File: src/rtl/plc_pkg.sv
// Package of constants and carrier types for the link negotiation control block
package plc_pkg;
	// ------------------------------------------------------------
	// Field positions
	// ------------------------------------------------------------
	localparam int CTL_RESET_BIT = 15;
	localparam int CTL_LOOPBACK_BIT = 14;
	localparam int CTL_SPEED_BIT = 13;
	localparam int CTL_ANEG_BIT = 12;
	localparam int CTL_RESTART_BIT = 9;
	localparam int CTL_DUPLEX_BIT = 8;
	localparam int X21_FORCE10_BIT = 14;
	localparam int X21_TXFAULT_BIT = 7;
	localparam int X21_RLOOP_BIT = 3;
	localparam int X16_HEARTBEAT_BIT = 11;
	localparam int ADV_TECH_LSB = 5;
	localparam int ADV_TECH_MSB = 8;
	localparam int ADV_ACK_BIT = 14;
	localparam int ABIL_10HD = 5;
	localparam int ABIL_10FD = 6;
	localparam int ABIL_100HD = 7;
	localparam int ABIL_100FD = 8;
	// ------------------------------------------------------------
	// Timing
	// ------------------------------------------------------------
	localparam int CLK_PERIOD_NS = 100;
	localparam int BIT_TIME_NS = 100;
	localparam int HB_MIN_BITS = 5;
	localparam int HB_MAX_BITS = 15;
	localparam int HB_CYCLES_RAW = (HB_MIN_BITS * BIT_TIME_NS + CLK_PERIOD_NS - 1) / CLK_PERIOD_NS;
	localparam int HB_CYCLES = (HB_CYCLES_RAW < 1) ? 1 : HB_CYCLES_RAW;
	localparam int SWRST_CYCLES = 16;
	localparam int FEF_ONES = 63;
	localparam int FEF_REPEATS = 3;
	localparam int CW_MATCH = 3;
	localparam logic [15:0] CTL_RESET_VAL = 16'h3100;
	// ------------------------------------------------------------
	// Types
	// ------------------------------------------------------------
	typedef enum logic [3:0]
	{
		PLC_MODE_10HD = 4'h1,
		PLC_MODE_10FD = 4'h2,
		PLC_MODE_100HD = 4'h4,
		PLC_MODE_100FD = 4'h8
	} plc_mode_t;
	typedef enum logic [4:0]
	{
		ST_IDLE = 5'h01,
		ST_SEND = 5'h02,
		ST_ACK = 5'h04,
		ST_DONE = 5'h08,
		ST_PAR = 5'h10
	} plc_state_t;
	typedef struct packed
	{
		logic speed_100;
		logic full_duplex;
		logic link_up;
	} plc_result_t;
endpackage : plc_pkg

File: src/rtl/plc_link_ctrl.sv
// Link negotiation, fault signalling, heartbeat, loopback and reset control
`timescale 1ns/1ps
module plc_link_ctrl
	import plc_pkg::*;
#(
	parameter int CW_WIDTH = 16
)
(
	input wire logic MCLK_IN,
	input wire logic RST_B_IN,
	input wire logic STRAP_AUTONEG_ENABLE_IN,
	input wire logic [2:0] TECH_SELECT_STRAPS_IN,
	input wire logic FIBER_MODE_IN,
	input wire logic CTL_WR_IN,
	input wire logic [15:0] CTL_WDATA_IN,
	input wire logic ADV_WR_IN,
	input wire logic [CW_WIDTH-1:0] ADV_WDATA_IN,
	input wire logic X21_WR_IN,
	input wire logic [15:0] X21_WDATA_IN,
	input wire logic X16_WR_IN,
	input wire logic [15:0] X16_WDATA_IN,
	input wire logic FEF_ENABLE_WR_IN,
	input wire logic FEF_ENABLE_IN,
	input wire logic CW_VALID_IN,
	input wire logic [CW_WIDTH-1:0] CW_IN,
	input wire logic NLP_DETECT_IN,
	input wire logic IDLE100_DETECT_IN,
	input wire logic LINK_LOSS_IN,
	input wire logic PARTNER_ACTIVE_IN,
	input wire logic LOCK_ERROR_IN,
	input wire logic TX_EN_IN,
	output logic [15:0] CTL_OUT,
	output logic [CW_WIDTH-1:0] ADV_OUT,
	output logic [CW_WIDTH-1:0] PARTNER_OUT,
	output logic [15:0] X21_OUT,
	output logic [15:0] X16_OUT,
	output logic FLP_SEND_OUT,
	output logic [CW_WIDTH-1:0] FLP_WORD_OUT,
	output logic SPEED_100_OUT,
	output logic FULL_DUPLEX_OUT,
	output logic LINK_UP_OUT,
	output logic FEF_ACTIVE_OUT,
	output logic FEF_BIT_OUT,
	output logic COL_OUT,
	output logic LOCAL_LOOP_OUT,
	output logic REMOTE_LOOP_OUT,
	output logic SIGNAL_DETECT_OUT,
	output logic TX_DRIVER_EN_OUT,
	output logic FORCE_LINK10_OUT,
	output logic SOFT_RESET_OUT
);
	// ------------------------------------------------------------
	// Helpers
	// ------------------------------------------------------------
	function automatic plc_result_t pick_mode(input logic [3:0] abil);
		plc_result_t r;
		r = '{speed_100: 1'b0, full_duplex: 1'b0, link_up: 1'b1};
		if (abil[3])
		begin
			r.speed_100 = 1'b1;
			r.full_duplex = 1'b1;
		end
		else if (abil[2])
			r.speed_100 = 1'b1;
		else if (abil[1])
			r.full_duplex = 1'b1;
		else if (!abil[0])
			r.link_up = 1'b0;
		return r;
	endfunction : pick_mode

	function automatic logic [3:0] tech_abil(input logic [2:0] t);
		logic [3:0] a;
		a = 4'h0;
		a[0] = t[0];
		a[2] = t[1];
		a[1] = t[2] & t[0];
		a[3] = t[2] & t[1];
		return a;
	endfunction : tech_abil

	// ------------------------------------------------------------
	// Reset sources and strap capture
	// ------------------------------------------------------------
	logic [4:0] swrst_cnt_reg;
	logic swrst_reg;
	logic straps_taken_reg;
	logic strap_aneg_reg;
	logic [2:0] strap_tech_reg;
	logic soft_clr;
	assign soft_clr = swrst_reg && (swrst_cnt_reg == 5'(SWRST_CYCLES - 1));

	always_ff @(posedge MCLK_IN or negedge RST_B_IN)
	begin
		if (!RST_B_IN)
		begin
			swrst_reg <= 1'b0;
			swrst_cnt_reg <= 5'h00;
		end
		else if (CTL_WR_IN && CTL_WDATA_IN[CTL_RESET_BIT] && !swrst_reg)
		begin
			swrst_reg <= 1'b1;
			swrst_cnt_reg <= 5'h00;
		end
		else if (swrst_reg)
		begin
			swrst_cnt_reg <= swrst_cnt_reg + 5'h01;
			if (soft_clr)
				swrst_reg <= 1'b0;
		end
	end

	// Straps are caught on the first clock after release, never under reset
	always_ff @(posedge MCLK_IN or negedge RST_B_IN)
	begin
		if (!RST_B_IN)
		begin
			straps_taken_reg <= 1'b0;
			strap_aneg_reg <= 1'b0;
			strap_tech_reg <= 3'h0;
		end
		else if (!straps_taken_reg)
		begin
			straps_taken_reg <= 1'b1;
			strap_aneg_reg <= STRAP_AUTONEG_ENABLE_IN;
			strap_tech_reg <= TECH_SELECT_STRAPS_IN;
		end
	end

	// ------------------------------------------------------------
	// Registers
	// ------------------------------------------------------------
	logic [15:0] ctl_reg;
	logic [CW_WIDTH-1:0] adv_reg;
	logic [3:0] adv_cap_reg;
	logic [15:0] x21_reg;
	logic [15:0] x16_reg;
	logic fef_en_reg;
	logic restart_pulse;
	logic init_reg;
	assign restart_pulse = CTL_WR_IN && CTL_WDATA_IN[CTL_RESTART_BIT];

	always_ff @(posedge MCLK_IN or negedge RST_B_IN)
	begin
		if (!RST_B_IN)
		begin
			ctl_reg <= CTL_RESET_VAL;
			adv_reg <= '0;
			adv_cap_reg <= 4'h0;
			x21_reg <= 16'h0000;
			x16_reg <= 16'h0000;
			fef_en_reg <= 1'b0;
		end
		else if (swrst_reg || !straps_taken_reg)
		begin
			ctl_reg <= CTL_RESET_VAL;
			ctl_reg[CTL_ANEG_BIT] <= straps_taken_reg ? strap_aneg_reg : STRAP_AUTONEG_ENABLE_IN;
			ctl_reg[CTL_RESET_BIT] <= soft_clr ? 1'b0 : swrst_reg;
			adv_reg <= '0;
			adv_cap_reg <= tech_abil(straps_taken_reg ? strap_tech_reg : TECH_SELECT_STRAPS_IN);
			adv_reg[ADV_TECH_MSB:ADV_TECH_LSB] <= tech_abil(straps_taken_reg ? strap_tech_reg
				: TECH_SELECT_STRAPS_IN);
			x21_reg <= 16'h0000;
			x16_reg <= 16'h0000;
			fef_en_reg <= FIBER_MODE_IN;
		end
		else
		begin
			if (CTL_WR_IN)
				ctl_reg <= CTL_WDATA_IN;
			if (ADV_WR_IN)
			begin
				adv_reg <= ADV_WDATA_IN;
				adv_reg[ADV_TECH_MSB:ADV_TECH_LSB] <= ADV_WDATA_IN[ADV_TECH_MSB:ADV_TECH_LSB] & adv_cap_reg;
			end
			if (X21_WR_IN)
				x21_reg <= X21_WDATA_IN;
			if (X16_WR_IN)
				x16_reg <= X16_WDATA_IN;
			if (FEF_ENABLE_WR_IN)
				fef_en_reg <= FEF_ENABLE_IN;
		end
	end

	// ------------------------------------------------------------
	// Negotiation
	// ------------------------------------------------------------
	plc_state_t state_reg;
	logic [CW_WIDTH-1:0] last_cw_reg;
	logic [1:0] match_cnt_reg;
	logic [CW_WIDTH-1:0] partner_reg;
	logic [CW_WIDTH-1:0] flp_word_reg;
	plc_result_t res_reg;
	logic aneg_on;
	logic cw_same;
	logic [CW_WIDTH-1:0] ack_mask;
	assign aneg_on = ctl_reg[CTL_ANEG_BIT];
	assign ack_mask = ~(CW_WIDTH'(1) << ADV_ACK_BIT);
	assign cw_same = ((CW_IN & ack_mask) == (last_cw_reg & ack_mask));

	always_ff @(posedge MCLK_IN or negedge RST_B_IN)
	begin
		if (!RST_B_IN)
			init_reg <= 1'b1;
		else if (swrst_reg)
			init_reg <= 1'b1;
		else if (straps_taken_reg)
			init_reg <= 1'b0;
	end

	always_ff @(posedge MCLK_IN or negedge RST_B_IN)
	begin
		if (!RST_B_IN)
		begin
			state_reg <= ST_IDLE;
			last_cw_reg <= '0;
			match_cnt_reg <= 2'h0;
			partner_reg <= '0;
			flp_word_reg <= '0;
			res_reg <= '0;
		end
		else if (swrst_reg || !aneg_on)
		begin
			state_reg <= ST_IDLE;
			match_cnt_reg <= 2'h0;
			res_reg <= '0;
		end
		else
		begin
			case (state_reg)
				ST_IDLE:
				begin
					// Advertisement is latched only when a burst starts or the ack word is built, so writes wait for a restart
					// Wait for strap capture, though !res_reg.link_up already leaves on the first clock, so the first burst carries the reset advertisement of zero
					if ((init_reg && straps_taken_reg) || LINK_LOSS_IN || restart_pulse || !res_reg.link_up)
					begin
						state_reg <= ST_SEND;
						flp_word_reg <= adv_reg;
						match_cnt_reg <= 2'h0;
						res_reg <= '0;
					end
				end
				ST_SEND, ST_ACK:
				begin
					if (LINK_LOSS_IN || restart_pulse)
					begin
						state_reg <= ST_SEND;
						flp_word_reg <= adv_reg;
						match_cnt_reg <= 2'h0;
					end
					else if (NLP_DETECT_IN || IDLE100_DETECT_IN)
					begin
						state_reg <= ST_PAR;
						res_reg <= '{speed_100: IDLE100_DETECT_IN, full_duplex: 1'b0, link_up: 1'b1};
					end
					else if (CW_VALID_IN)
					begin
						last_cw_reg <= CW_IN;
						if (!cw_same || match_cnt_reg == 2'h0)
							match_cnt_reg <= 2'h1;
						else if (match_cnt_reg == 2'(CW_MATCH - 1))
						begin
							match_cnt_reg <= 2'h0;
							if (state_reg == ST_SEND)
							begin
								partner_reg <= CW_IN;
								state_reg <= ST_ACK;
								flp_word_reg <= adv_reg | (CW_WIDTH'(1) << ADV_ACK_BIT);
							end
							else
							begin
								state_reg <= ST_DONE;
								res_reg <= pick_mode(flp_word_reg[ADV_TECH_MSB:ADV_TECH_LSB]
									& partner_reg[ADV_TECH_MSB:ADV_TECH_LSB]);
							end
						end
						else
							match_cnt_reg <= match_cnt_reg + 2'h1;
					end
				end
				ST_DONE, ST_PAR:
				begin
					// Restart goes straight to sending, the one-cycle request is not seen again
					if (LINK_LOSS_IN || restart_pulse)
					begin
						state_reg <= ST_SEND;
						flp_word_reg <= adv_reg;
						match_cnt_reg <= 2'h0;
						res_reg <= '0;
					end
				end
				default:
					state_reg <= ST_IDLE;
			endcase
		end
	end

	// ------------------------------------------------------------
	// Mode selection
	// ------------------------------------------------------------
	plc_result_t mode;
	always_comb
	begin
		mode = res_reg;
		if (!aneg_on)
		begin
			if (!strap_aneg_reg && strap_tech_reg[1:0] != 2'h0)
			begin
				mode.speed_100 = strap_tech_reg[1];
				mode.full_duplex = strap_tech_reg[2];
			end
			else
			begin
				mode.speed_100 = ctl_reg[CTL_SPEED_BIT];
				mode.full_duplex = ctl_reg[CTL_DUPLEX_BIT];
			end
			mode.link_up = 1'b1;
		end
		// Control speed and duplex are ignored while negotiating
		if (aneg_on)
			mode = res_reg;
	end

	// ------------------------------------------------------------
	// Far-end fault pattern
	// ------------------------------------------------------------
	logic [5:0] fef_bit_cnt_reg;
	logic [1:0] fef_rep_cnt_reg;
	logic fef_run_reg;
	logic fef_cause;
	assign fef_cause = fef_en_reg && (!PARTNER_ACTIVE_IN || LOCK_ERROR_IN || x21_reg[X21_TXFAULT_BIT]);

	always_ff @(posedge MCLK_IN or negedge RST_B_IN)
	begin
		if (!RST_B_IN)
		begin
			fef_run_reg <= 1'b0;
			fef_bit_cnt_reg <= 6'h00;
			fef_rep_cnt_reg <= 2'h0;
		end
		else if (!fef_run_reg)
		begin
			fef_bit_cnt_reg <= 6'h00;
			fef_rep_cnt_reg <= 2'h0;
			fef_run_reg <= fef_cause;
		end
		else if (fef_bit_cnt_reg == 6'(FEF_ONES))
		begin
			fef_bit_cnt_reg <= 6'h00;
			if (fef_rep_cnt_reg == 2'(FEF_REPEATS - 1))
			begin
				fef_rep_cnt_reg <= 2'h0;
				fef_run_reg <= fef_cause;
			end
			else
				fef_rep_cnt_reg <= fef_rep_cnt_reg + 2'h1;
		end
		else
			fef_bit_cnt_reg <= fef_bit_cnt_reg + 6'h01;
	end

	// ------------------------------------------------------------
	// Heartbeat and transmit tracking
	// ------------------------------------------------------------
	logic tx_prev_reg;
	logic [3:0] hb_cnt_reg;
	always_ff @(posedge MCLK_IN or negedge RST_B_IN)
	begin
		if (!RST_B_IN)
		begin
			tx_prev_reg <= 1'b0;
			hb_cnt_reg <= 4'h0;
		end
		else
		begin
			tx_prev_reg <= TX_EN_IN;
			if (tx_prev_reg && !TX_EN_IN && x16_reg[X16_HEARTBEAT_BIT])
				hb_cnt_reg <= 4'(HB_CYCLES);
			else if (hb_cnt_reg != 4'h0)
				hb_cnt_reg <= hb_cnt_reg - 4'h1;
		end
	end

	// ------------------------------------------------------------
	// Outputs
	// ------------------------------------------------------------
	logic loop_local;
	logic loop_remote;
	assign loop_local = ctl_reg[CTL_LOOPBACK_BIT];
	assign loop_remote = x21_reg[X21_RLOOP_BIT] && mode.speed_100 && !FIBER_MODE_IN;

	assign CTL_OUT = ctl_reg;
	assign ADV_OUT = adv_reg;
	assign PARTNER_OUT = partner_reg;
	assign X21_OUT = x21_reg;
	assign X16_OUT = x16_reg;
	assign FLP_SEND_OUT = state_reg == ST_SEND || state_reg == ST_ACK;
	assign FLP_WORD_OUT = flp_word_reg;
	assign SPEED_100_OUT = mode.speed_100;
	assign FULL_DUPLEX_OUT = mode.full_duplex;
	assign LINK_UP_OUT = mode.link_up && (aneg_on ? (state_reg == ST_DONE || state_reg == ST_PAR) : 1'b1);
	assign FEF_ACTIVE_OUT = fef_run_reg;
	assign FEF_BIT_OUT = fef_run_reg && (fef_bit_cnt_reg != 6'(FEF_ONES));
	assign COL_OUT = hb_cnt_reg != 4'h0;
	assign LOCAL_LOOP_OUT = loop_local;
	assign REMOTE_LOOP_OUT = loop_remote;
	assign SIGNAL_DETECT_OUT = loop_local ? 1'b1 : (loop_remote ? 1'b0 : PARTNER_ACTIVE_IN);
	assign TX_DRIVER_EN_OUT = !loop_local;
	// Loopback forced 10M link falls while transmitting
	assign FORCE_LINK10_OUT = (loop_local || loop_remote || x21_reg[X21_FORCE10_BIT]) && !TX_EN_IN;
	assign SOFT_RESET_OUT = swrst_reg;
endmodule : plc_link_ctrl

File: config.mk
export PLATFORM = sky130hd
export DESIGN_NAME = plc_link_ctrl
export DESIGN_NICKNAME = d
export VERILOG_FILES = /design/src/rtl/plc_pkg.sv /design/src/rtl/plc_link_ctrl.sv
export SDC_FILE = /design/constraint.sdc
export NUM_CORES = 1
export LEC_CHECK = 0
export ABC_AREA = 0
export BUFFER_PORTS_ARGS = -buffer_cell sky130_fd_sc_hd__buf_2
export CAP_MARGIN = 20
export CORE_MARGIN = 1
export CORE_UTILIZATION = 45
export CTS_CLUSTER_DIAMETER = 30
export DETAILED_ROUTE_END_ITERATION = 6
export GPL_ROUTABILITY_DRIVEN = 0
export GPL_TIMING_DRIVEN = 1
export PLACE_DENSITY = 0.72
export SETUP_SLACK_MARGIN = 0.02
export SYNTH_ARGS = -nofsm -noshare
export SYNTH_HDL_FRONTEND = slang
export SYNTH_SLANG_ARGS = --single-unit
File: constraint.sdc
create_clock -name MCLK_IN -period 2.96 [get_ports MCLK_IN]
set_input_delay 0.148 -clock MCLK_IN [delete_from_list [all_inputs] [get_ports MCLK_IN]]
set_output_delay 0.148 -clock MCLK_IN [all_outputs]
set_load 0.02 [all_outputs]
==> results.md, run 1 <==
- Fraction of layout cells with a size suffix above 1: 0.3644
- Post-CTS Hold Buffers: 65
- Num CTS Buffers: 17
- Leading area contributor after synthesis: dfrtp_1
- Post-Syn Nets: slightly below 700
- Status: complete, but fails checks
- DRT iter0 DRCs: 253
- ANT nets after route: 0
- Slew @ Worst Pin: 0.8175 ns
- Postcts setup bufs: 0
- Via count: 5352
- Hold crit path type: primary input to register
- Pre-Repair DR Iteration Count: 6
- FILL cells: 1138
- Post-synth top flop: dfrtp_1
- Final core occ: 0.6356
- Critical Path Source Type: register
- Seq/Total Area, Yosys: 0.5667
- Max Cap Viol: 0
- Nets: 951
- RSZ-0062 raised after global routing: no
- Failing checks: design-rule violations
- Cell variety after synth: 56
- Post-route setup TNS: 0 ns
- Initial antenna violation count: 3
- Pleak: about 4.8 nW
- Post-DP HPWL: approximately 12 mm
- Initial Util: 0.4626
- Slew headroom: 0.4550
- Yosys reg bits: 152
- Chip Height: 124.2 um
- Period utilization: 0.8164
- Crit Path Class: register to register
- Final WL: 16.99 mm
- Die area: 0.01543 mm^2
- Synthesized cell area: 0.006723 mm^2
- Root Driver: clkbuf_16
- I/O pins: 209
- Max incr delay on CP: 0.48 ns
- Post-synth top area share: 0.5472
- Drt wl/cell: between 15 and 20 um
- Clock Latency Late Sink: between 0.4 and 0.5 ns
- Peak VDD IR: 0.5051 mV
- Crit-path max FO: 8
- First-pass GRT wire length: 28.12 mm
- CTS Sinks: 152
- Max Fclk: a little over 0.4 GHz
- Clock-pin slew on the worst setup and hold paths: 0.06 ns
- Port Buffers: 208
- # DRC: 1
- Power, Total: roughly 6.4 mW
- Top cells by area, synth: dfrtp_1, mux2i_1, mux2_2
- Number of global-route vias before repair: 5642
- FP Rows: 44
- PwrDens: 690.3 mW/mm^2
- Clock Path Buffers: 2
- Crit-path cells: or3_4, nor3_1, nand3_1, o22ai_1, o21ai_0, o41ai_1
- Final setup viols: 0
- Mapped Cells: 568
- Die W: 124.2 um
- Hold Vio Cnt, Final: 0
- Sequential cell area: 0.003810 mm^2
- Clock skew: 0.01080 ns
- Post-route minimum period: 2.416 ns
- Number of gates resized after CTS: 0
- Slew Limit Fails: 0
- Total GRT Usage: 0.2309
- Largest net degree at the start of global routing: 90
- Core area: approximately 0.015 mm^2
- Worst Path Arrival: 2.72 ns
- Cell at the slowest stage of the critical path: nor3_1
- Async SR Flop Fraction: 1.000
- Average size of a mapped cell: 11.84 um^2
- CP Data Required Time: 3.26 ns
- H-Tree Depth: 4
- EDFF count, synth: 0
- Crit end category: register
- Yosys warning count: 0
- TritonCTS clock tree: yes
- Area Overhead vs Synth: 37.41%
- Vias per inst: 5.122
- Area taken by multi-input logic gates: about 0.0027 mm^2
- Gr ovfl total: 0
area by class of cell:
cell class,instances,area share
repair buffers,282,0.1925
multi-input cells,379,0.2976
flip-flops and latches,152,0.4124
well taps,184,0.02492
clock buffers,18,0.04754
inverters,14,0.005689
diodes,2,0.0005418
clock inverters,14,0.01883
cells in the final DEF (no fill, tap or decap), types with 3 or more instances in the layout:
cell,netlist,final
clkinv_4,0,6
nand4_1,5,5
mux2i_1,63,63
a21o_1,5,5
inv_1,14,14
buf_4,2,8
nor2b_1,7,7
ha_1,5,5
bufinv_16,0,3
xor2_1,4,4
dlygate4sd3_1,0,65
nand3b_1,3,3
a22o_1,3,3
dfrtp_1,147,147
mux2_2,41,41
buf_2,1,207
dfstp_2,5,5
nand2_1,36,36
o21ai_0,23,23
nor3_1,4,4
and2_1,4,4
clkinv_2,0,3
nand2b_1,5,4
nand3_1,7,7
a31oi_1,3,3
mux2_4,9,9
nor2_1,78,78
and3_1,5,5
xnor2_1,20,20
o41ai_1,3,3
clkbuf_16,0,17
a21oi_1,15,15
report_power, final:
| part | internal, mW | switching, mW |
|---|---|---|
| registers | 2.39 | 0.237 |
| clock network | 1.35 | 0.851 |
| logic | 0.661 | 0.883 |
| total | 4.40 | 1.97 |
Yosys cell counts, types with 5 or more instances:
cell type    n
and3_1       5
o21ai_0     23
nand4_1      5
dfstp_2      5
mux2i_1     63
nor2_1      78
clkbuf_1    15
nand3_1      7
a21oi_1     15
nand2_1     36
inv_1       14
mux2_4       9
nor2b_1      7
xnor2_1     20
mux2_2      41
ha_1         5
a21o_1       5
dfrtp_1    147
nand2b_1     5
metal layers:
metal	wire length [um]	GRT usage
met2	8596	0.3825
met3	735	0.05603
met5	13	0
met1	6990	0.2752
met4	651	0.1290
critical path, delay by kind of cell (launching register included):
family	cells	cell delay, ns
flops	1	0.43
simple gates	3	1.14
compound gates	3	0.74
path summary, 6_finish.rpt:
check / start / endpoint / slack, ns / depth (start not counted)
hold / removal: X21_WDATA_IN[2] / X21_OUT[2] / 0.02 / 3
max in group asynchronous: RST_B_IN / X21_OUT[2] / 1.76 / 3
hold reg to reg: fef_bit_cnt_reg[0] / fef_bit_cnt_reg[0] / 0.47 / 1
min in group asynchronous: RST_B_IN / CTL_OUT[14] / 0.36 / 2
setup reg to reg: state_reg[4] / state_reg[2] / 0.54 / 6
setup / recovery: state_reg[4] / state_reg[2] / 0.54 / 6
metrics by stage:
step	instances	hold WS [ns]	instance area (um^2)	setup slack (ns)
floorplan	568	-0.1476	6723	0.6644
global placement	946	0.2526	7969	0.6807
detailed placement	946	0.2733	7969	0.5686
CTS	1043	0.001208	9233	0.5642
global route	1045	0.003687	9238	0.3066
finish	1045	0.01772	9238	0.5436
logic make-up after synthesis:
logic type / after synthesis / share of synthesized area
DFF: 152 / 0.5667
adders and majority gates: 5 / 0.009306
buffers and inverters: 37 / 0.02475
xor gates and xnor gates: 24 / 0.03127
other: 1 / 0.0005578
AOI/OAI and AO/OA: 67 / 0.06272
and+or+nand+nor: 167 / 0.1187
muxes: 115 / 0.1859
(Power assumes the default switching activity.)
==> inputs of run 2 (changes only) <==
Settings changed: ABC_AREA 0 to 1, PLACE_DENSITY 0.72 to 0.71.
Clock period 2.96 ns to 2.5 ns, I/O delays scaled along.
==> results.md, run 2 <==
- Status: completed
- Gr ovfl total: 0 (unchanged)
- DP Area: 0.008453 mm^2 (+6.1%)
- Slew @ Worst Pin: 0.6309 ns (-0.1866 ns)
- Average size of a mapped cell: 8.029 um^2 (-32%)
- Most frequent cell after synthesis: nand2_1
- Period utilization: 0.8760
- Mapped Cells: 897 (+58%)
- Max Cap Viol: 0 (unchanged)
- Area Overhead vs Synth: 35.06%
- Num CTS Buffers: 17 (unchanged)
- Worst Path Arrival: 2.06 ns (-0.66 ns)
- Commonest non-fill, non-tap cells in the layout: nand2_1, buf_2, inv_1, dfrtp_1, o21ai_0
- Async SR Flop Fraction: 1.000 (unchanged)
- Clock-pin slew on the worst setup and hold paths: 0.06 ns (about the same)
- I/O pins: 209 (unchanged)
- Final setup viols: 0 (unchanged)
- Flop-to-flop setup slack: 0.51 ns (-0.03 ns)
- Power Internal: 4.927 mW (+12%)
- Max Fclk: 0.4566 GHz
- RSZ-0062 raised after global routing: no
- Leading area contributor after synthesis: dfrtp_1
- Power share of the combinational group: 0.233 (-0.009)
- EDFF count, synth: 0 (unchanged)
- Pleak: 5.348 nW (+10%)
- ANT nets after route: 0 (unchanged)
- Slew headroom: 0.5794 (+0.1244)
- CTS Sinks: 152 (unchanged)
- Die W: 128.5 um (+3.4%)
- Hold Vio Cnt, Final: 0 (unchanged)
- DRT iter0 DRCs: 449 (+77%)
- Post-synth top flop: dfrtp_1
- Pre-Repair DR Iteration Count: 5 (-1)
- Total GRT Usage: 0.2477 (+0.01680)
- Die area: 0.01651 mm^2 (+7.0%)
- Yosys warning count: 0 (unchanged)
- Slew Limit Fails: 0 (unchanged)
- Vias per inst: 4.809 (-6.1%)
- Cell variety after synth: 41 (-27%)
- Crit end category: output pin
- Initial antenna violation count: 2 (-1)
- Final WL: 19.79 mm (+16%)
- Clock Latency Late Sink: 0.43 ns (+0.02 ns)
- Nets: 1276 (+34%)
- # DRC: 0 (-1)
- FILL cells: 1357 (+19%)
- Seq/Total Area, Yosys: 0.5290 (-0.03771)
- H-Tree Depth: 4 (unchanged)
- Final cell count without fillers: 1396 (+34%)
- Post-Syn Nets: 1002 (+49%)
- Chip Height: 128.5 um (+3.4%)
- Yosys reg bits: 152 (unchanged)
- Number of global-route vias before repair: 6411 (+14%)
- Core area: 0.01543 mm^2 (+6.1%)
- Crit-path max FO: 6 (-2)
- Design area: 0.009727 mm^2 (+5.3%)
- Largest net degree at the start of global routing: 69 (-23%)
- Inst Count DP: 1295 (+37%)
- Crit Path Class: register to output pin
- Sw Ratio: 0.3269 (+0.01776)
- Hold Path Cell Cnt: 3 (unchanged)
- Hold crit path type: primary input to register
- Via count: 6714 (+25%)
- Seq pwr share: 0.418 (+0.006)
- First-pass GRT wire length: 31.49 mm (+12%)
- Clock Path Buffers: 2 (unchanged)
- Peak VDD IR: 0.4893 mV (-3.1%)
- Setup WS post-layout: 0.3101 ns (-0.2335 ns)
- Synthesized cell area: 0.007202 mm^2 (+7.1%)
- Clock skew: 0.009494 ns (-0.001306 ns)
- Clk pwr share: 0.349 (+0.003)
- Post-route setup TNS: 0 ns (unchanged)
- CP Data Required Time: 2.38 ns (-0.88 ns)
- PwrDens: 752.7 mW/mm^2 (+9.0%)
- P_sw: 2.394 mW (+21%)
- Final core occ: 0.6305 (-0.005094)
- Most common cell after layout, fill and taps aside: nand2_1
- Post-synth top area share: 0.5108 (-0.03641)
- FP Rows: 45 (+2.3%)
- Port Buffers: 208 (unchanged)
- Top cells by area, synth: dfrtp_1, nand2_1, inv_1
- Most frequent cells after synthesis: nand2_1, inv_1, dfrtp_1, o21ai_0, a21oi_1
- Root Driver: clkbuf_16
- Worst-case reg-to-reg path depth: 8 (+2)
- Initial Util: 0.4668 (+0.004277)
- Post-DP HPWL: 13.64 mm (+18%)
- Fraction of layout cells with a size suffix above 1: 0.2356 (-0.1287)
- Critical Path Source Type: register
- TritonCTS clock tree: yes
- Post-route minimum period: 2.190 ns
- Place WS: 0.5219 ns (-0.04671 ns)
- Drt wl/cell: 14.18 um (-13%)
## run 2: cell count changes after synthesis, moves of 23 or more
cell	change
mux2i_1	-63
nand2_1	+192
nor2_1	-23
inv_1	+136
o21ai_0	+63
a21oi_1	+47
nand3_1	+40
mux2_2	-41
## run 2: layer usage
layer	wire length (um)	share of wire	global-route usage	up-vias
li1	-	-	-	3377
met1	8302	0.42	0.3064	3093
met2	9817	0.50	0.4153	203
met3	1153	0.058	0.05613	39
met4	502	0.025	0.1114	2
met5	13	0.00066	0	-
## run 2: path summary, 6_finish.rpt
check | startpoint | to
worst max-delay path | CTL_OUT[12] | SIGNAL_DETECT_OUT
worst min-delay path | TECH_SELECT_STRAPS_IN[0] | strap_tech_reg[0]
worst max register to register | state_reg[4] | FLP_WORD_OUT[3]
worst min register to register | FLP_WORD_OUT[14] | FLP_WORD_OUT[14]
max in group asynchronous | RST_B_IN | CTL_OUT[13]
min in group asynchronous | RST_B_IN | PARTNER_OUT[13]
## run 2: power groups by stage
stage	logic (mW)	clock network, mW	registers (mW)
floorplan	0.740	0	3.32
global placement	1.58	0	3.10
detailed placement	1.62	0	3.10
CTS	1.71	2.59	3.06
global route	1.89	2.70	3.10
finish	1.71	2.55	3.06
## run 2: through the flow
step / power, mW / hold slack [ns]
finish: 7.321 / 0.01469
global route: 7.691 / 0.01207
CTS: 7.359 / 0.0008764
detailed placement: 4.713 / 0.1756
global placement: 4.681 / 0.1739
floorplan: 4.058 / -0.1706
## run 2: cell type report
cell class	instances	area [um^2]	area share
antenna	1	2.502	0.0002573
inverter	154	578.1	0.05943
sequential	152	3810	0.3917
clock inverter	12	143.9	0.01479
timing repair buffer	286	1815	0.1866
clock buffer	20	446.7	0.04592
tap	211	264.0	0.02714
multi-input combinational	560	2666	0.2741
## run 2: kinds of logic after synthesis
group / Yosys count / synth area share
xor gates and xnor gates: 3 / 0.003649
adders and majority gates: 5 / 0.008687
buffers and inverters: 185 / 0.1015
other: 1 / 0.0005207
AOI/OAI and AO/OA: 165 / 0.1204
DFF: 152 / 0.5290
and+or+nand+nor: 386 / 0.2363
## run 2: worst max-delay path, stage by stage, from the launching register on
cell	delay [ns]
dfstp_2	0.59
inv_1	0.09
a31oi_1	0.37
nand2_1	0.14
inv_1	0.10
o21ai_0	0.14
buf_2	0.20
## run 2: what timing repair did
action	in CTS	in global routing
hold buffers	68	0
hold endpoints to repair	130	0
gates resized for setup	0	0
buffers inserted	0	0
==> inputs of run 3 (changes only) <==
Settings changed: CORE_UTILIZATION 45 to 52, PLACE_DENSITY 0.71 to 0.8.
==> results.md, run 3 (synthesis results as in run 2) <==
- Die area: 0.01432 mm^2 (-13%)
- Total GRT Usage: 0.3073 (+0.05960)
- Hold Vio Cnt, Final: 0 (unchanged)
- PwrDens: 746.6 mW/mm^2 (-0.81%)
- Hold EP: last_cw_reg[13]
- Flop-to-flop setup slack: 0.47 ns (-0.04 ns)
- Slew headroom: 0.6618 (+0.08235)
- Via count: 7074 (+5.4%)
- Gr ovfl total: 0 (unchanged)
- Peak VDD IR: 0.6284 mV (+28%)
- RR Endpoint: fef_en_reg
- Slew Limit Fails: 0 (unchanged)
- Max Fclk: 0.4697 GHz (+2.9%)
- Postcts setup bufs: 0 (unchanged)
- Crit-path max FO: 6 (unchanged)
- Post-route setup TNS: 0 ns (unchanged)
- Clock Path Buffers: 2 (unchanged)
- Final WL: 20.93 mm (+5.7%)
- Clock Latency Late Sink: 0.43 ns (about the same)
- Slew @ Worst Pin: 0.5073 ns (-0.1235 ns)
- Hold Path Cell Cnt: 3 (unchanged)
- Worst-case reg-to-reg path depth: 6 (-2)
- H-Tree Depth: 4 (unchanged)
- Post-DP HPWL: 13.20 mm (-3.2%)
- ANT nets after route: 0 (unchanged)
- Commonest non-fill, non-tap cells in the layout: nand2_1, buf_2, inv_1, dfrtp_1, o21ai_0
- Vias per inst: 5.186 (+7.8%)
- Crit Path Class: register to output pin
- CTS Sinks: 152 (unchanged)
- CP Data Required Time: 2.38 ns (about the same)
- DRT iter0 DRCs: 501 (+12%)
- Initial Util: 0.5374 (+0.07061)
- Worst Path Arrival: 2.00 ns (-0.06 ns)
- Max Cap Viol: 0 (unchanged)
- Met3 GRT Util: 0.06892 (+0.01278)
- Final core occ: 0.7224 (+0.09191)
- Crit end category: output pin
- Port Buffers: 208 (unchanged)
- # DRC: 0 (unchanged)
- I/O pins: 209 (unchanged)
- GR Util met2: 0.5159 (+0.1006)
- Die W: 119.7 um (-6.9%)
- Pre-Repair DR Iteration Count: 5 (unchanged)
- Largest net degree at the start of global routing: 55 (-20%)
- Status: completed
- Post-CTS Hold Buffers: 70 (+2.9%)
- Core area: 0.01340 mm^2 (-13%)
- Drt wl/cell: 15.34 um (+8.2%)
- Most common cell after layout, fill and taps aside: nand2_1
- FF-to-FF Start: straps_taken_reg
- Post-route minimum period: 2.129 ns (-0.06073 ns)
- Nets: 1279 (+0.24%)
- Period utilization: 0.8517 (-0.02429)
- Number of global-route vias before repair: 7016 (+9.4%)
- Number of gates resized after CTS: 0 (unchanged)
- Fraction of layout cells with a size suffix above 1: 0.2359 (+0.0002469)
- Pleak: 5.345 nW (about the same)
- Chip Height: 119.7 um (-6.9%)
- Clock-pin slew on the worst setup and hold paths: 0.06 ns (about the same)
- First-pass GRT wire length: 33.90 mm (+7.6%)
- Hold Path Origin: CW_IN[13]
- Clock skew: 0.008702 ns (-0.0007925 ns)
- Met1 Track Usage GR: 0.3695 (+0.06319)
- Hold crit path type: primary input to register
- FP Rows: 42 (-6.7%)
- Area Overhead vs Synth: 34.42%
- Critical Path Source Type: register
- Initial antenna violation count: 1 (-1)
- RSZ-0062 raised after global routing: no
- Root Driver: clkbuf_16
- TritonCTS clock tree: yes
- Final setup viols: 0 (unchanged)
- Top Usage Layer GRT: met2
- Num CTS Buffers: 17 (unchanged)
==> run 3: how the worst max path moves through the flow <==
stage / slack (ns) / from / to / cells after the start
after global placement: 0.64 / state_reg[1] / FLP_WORD_OUT[13] / 9
after detailed placement: 0.58 / SOFT_RESET_OUT / FLP_WORD_OUT[2] / 9
after floorplan: 0.65 / CTL_OUT[12] / SIGNAL_DETECT_OUT / 5
final: 0.37 / CTL_OUT[12] / SIGNAL_DETECT_OUT / 6
after global routing: 0.27 / fef_bit_cnt_reg[0] / FEF_BIT_OUT / 7
after CTS: 0.40 / fef_bit_cnt_reg[0] / FEF_BIT_OUT / 7
==> run 3: worst max-delay path, cell delays in order (launching register included) <==
cell	delay (ns)
dfstp_2	0.58
inv_1	0.09
a31oi_1	0.36
nand2_1	0.13
inv_1	0.14
o21ai_0	0.10
buf_2	0.17
==> run 3: per-stage QoR <==
step / area, um^2 / hold WS, ns / total power, mW / worst slack (ns) / instances
after detailed placement: 8417 / 0.05962 / 4.689 / 0.5784 / 1261
after CTS: 9678 / 0.004214 / 7.201 / 0.3976 / 1363
after global placement: 8417 / 0.05900 / 4.651 / 0.6410 / 1261
after global routing: 9681 / 0.02068 / 7.564 / 0.2653 / 1364
final: 9681 / 0.009133 / 7.227 / 0.3708 / 1364
after floorplan: 7202 / -0.1706 / 4.058 / 0.6454 / 897
==> run 3: final cells by class <==
cell class	count	area (um^2)
antenna	1	2.502
clock buffer	21	460.4
clock inverter	11	100.1
fill	959	3720
inverter	154	578.1
multi-input combinational	560	2666
sequential	152	3810
tap	176	220.2
timing repair buffer	289	1843
==> run 3: layer usage <==
| metal | up-vias | wire, um |
|---|---|---|
| met1 | 3296 | 8569 |
| met3 | 67 | 1223 |
| met2 | 320 | 10340 |
| met5 | - | 0 |
| li1 | 3391 | - |
| met4 | 0 | 794 |
==> run 3: power breakdown <==
part	internal [mW]	switching [mW]
sequential	2.81	0.252
clock	1.42	1.02
combinational	0.612	1.12
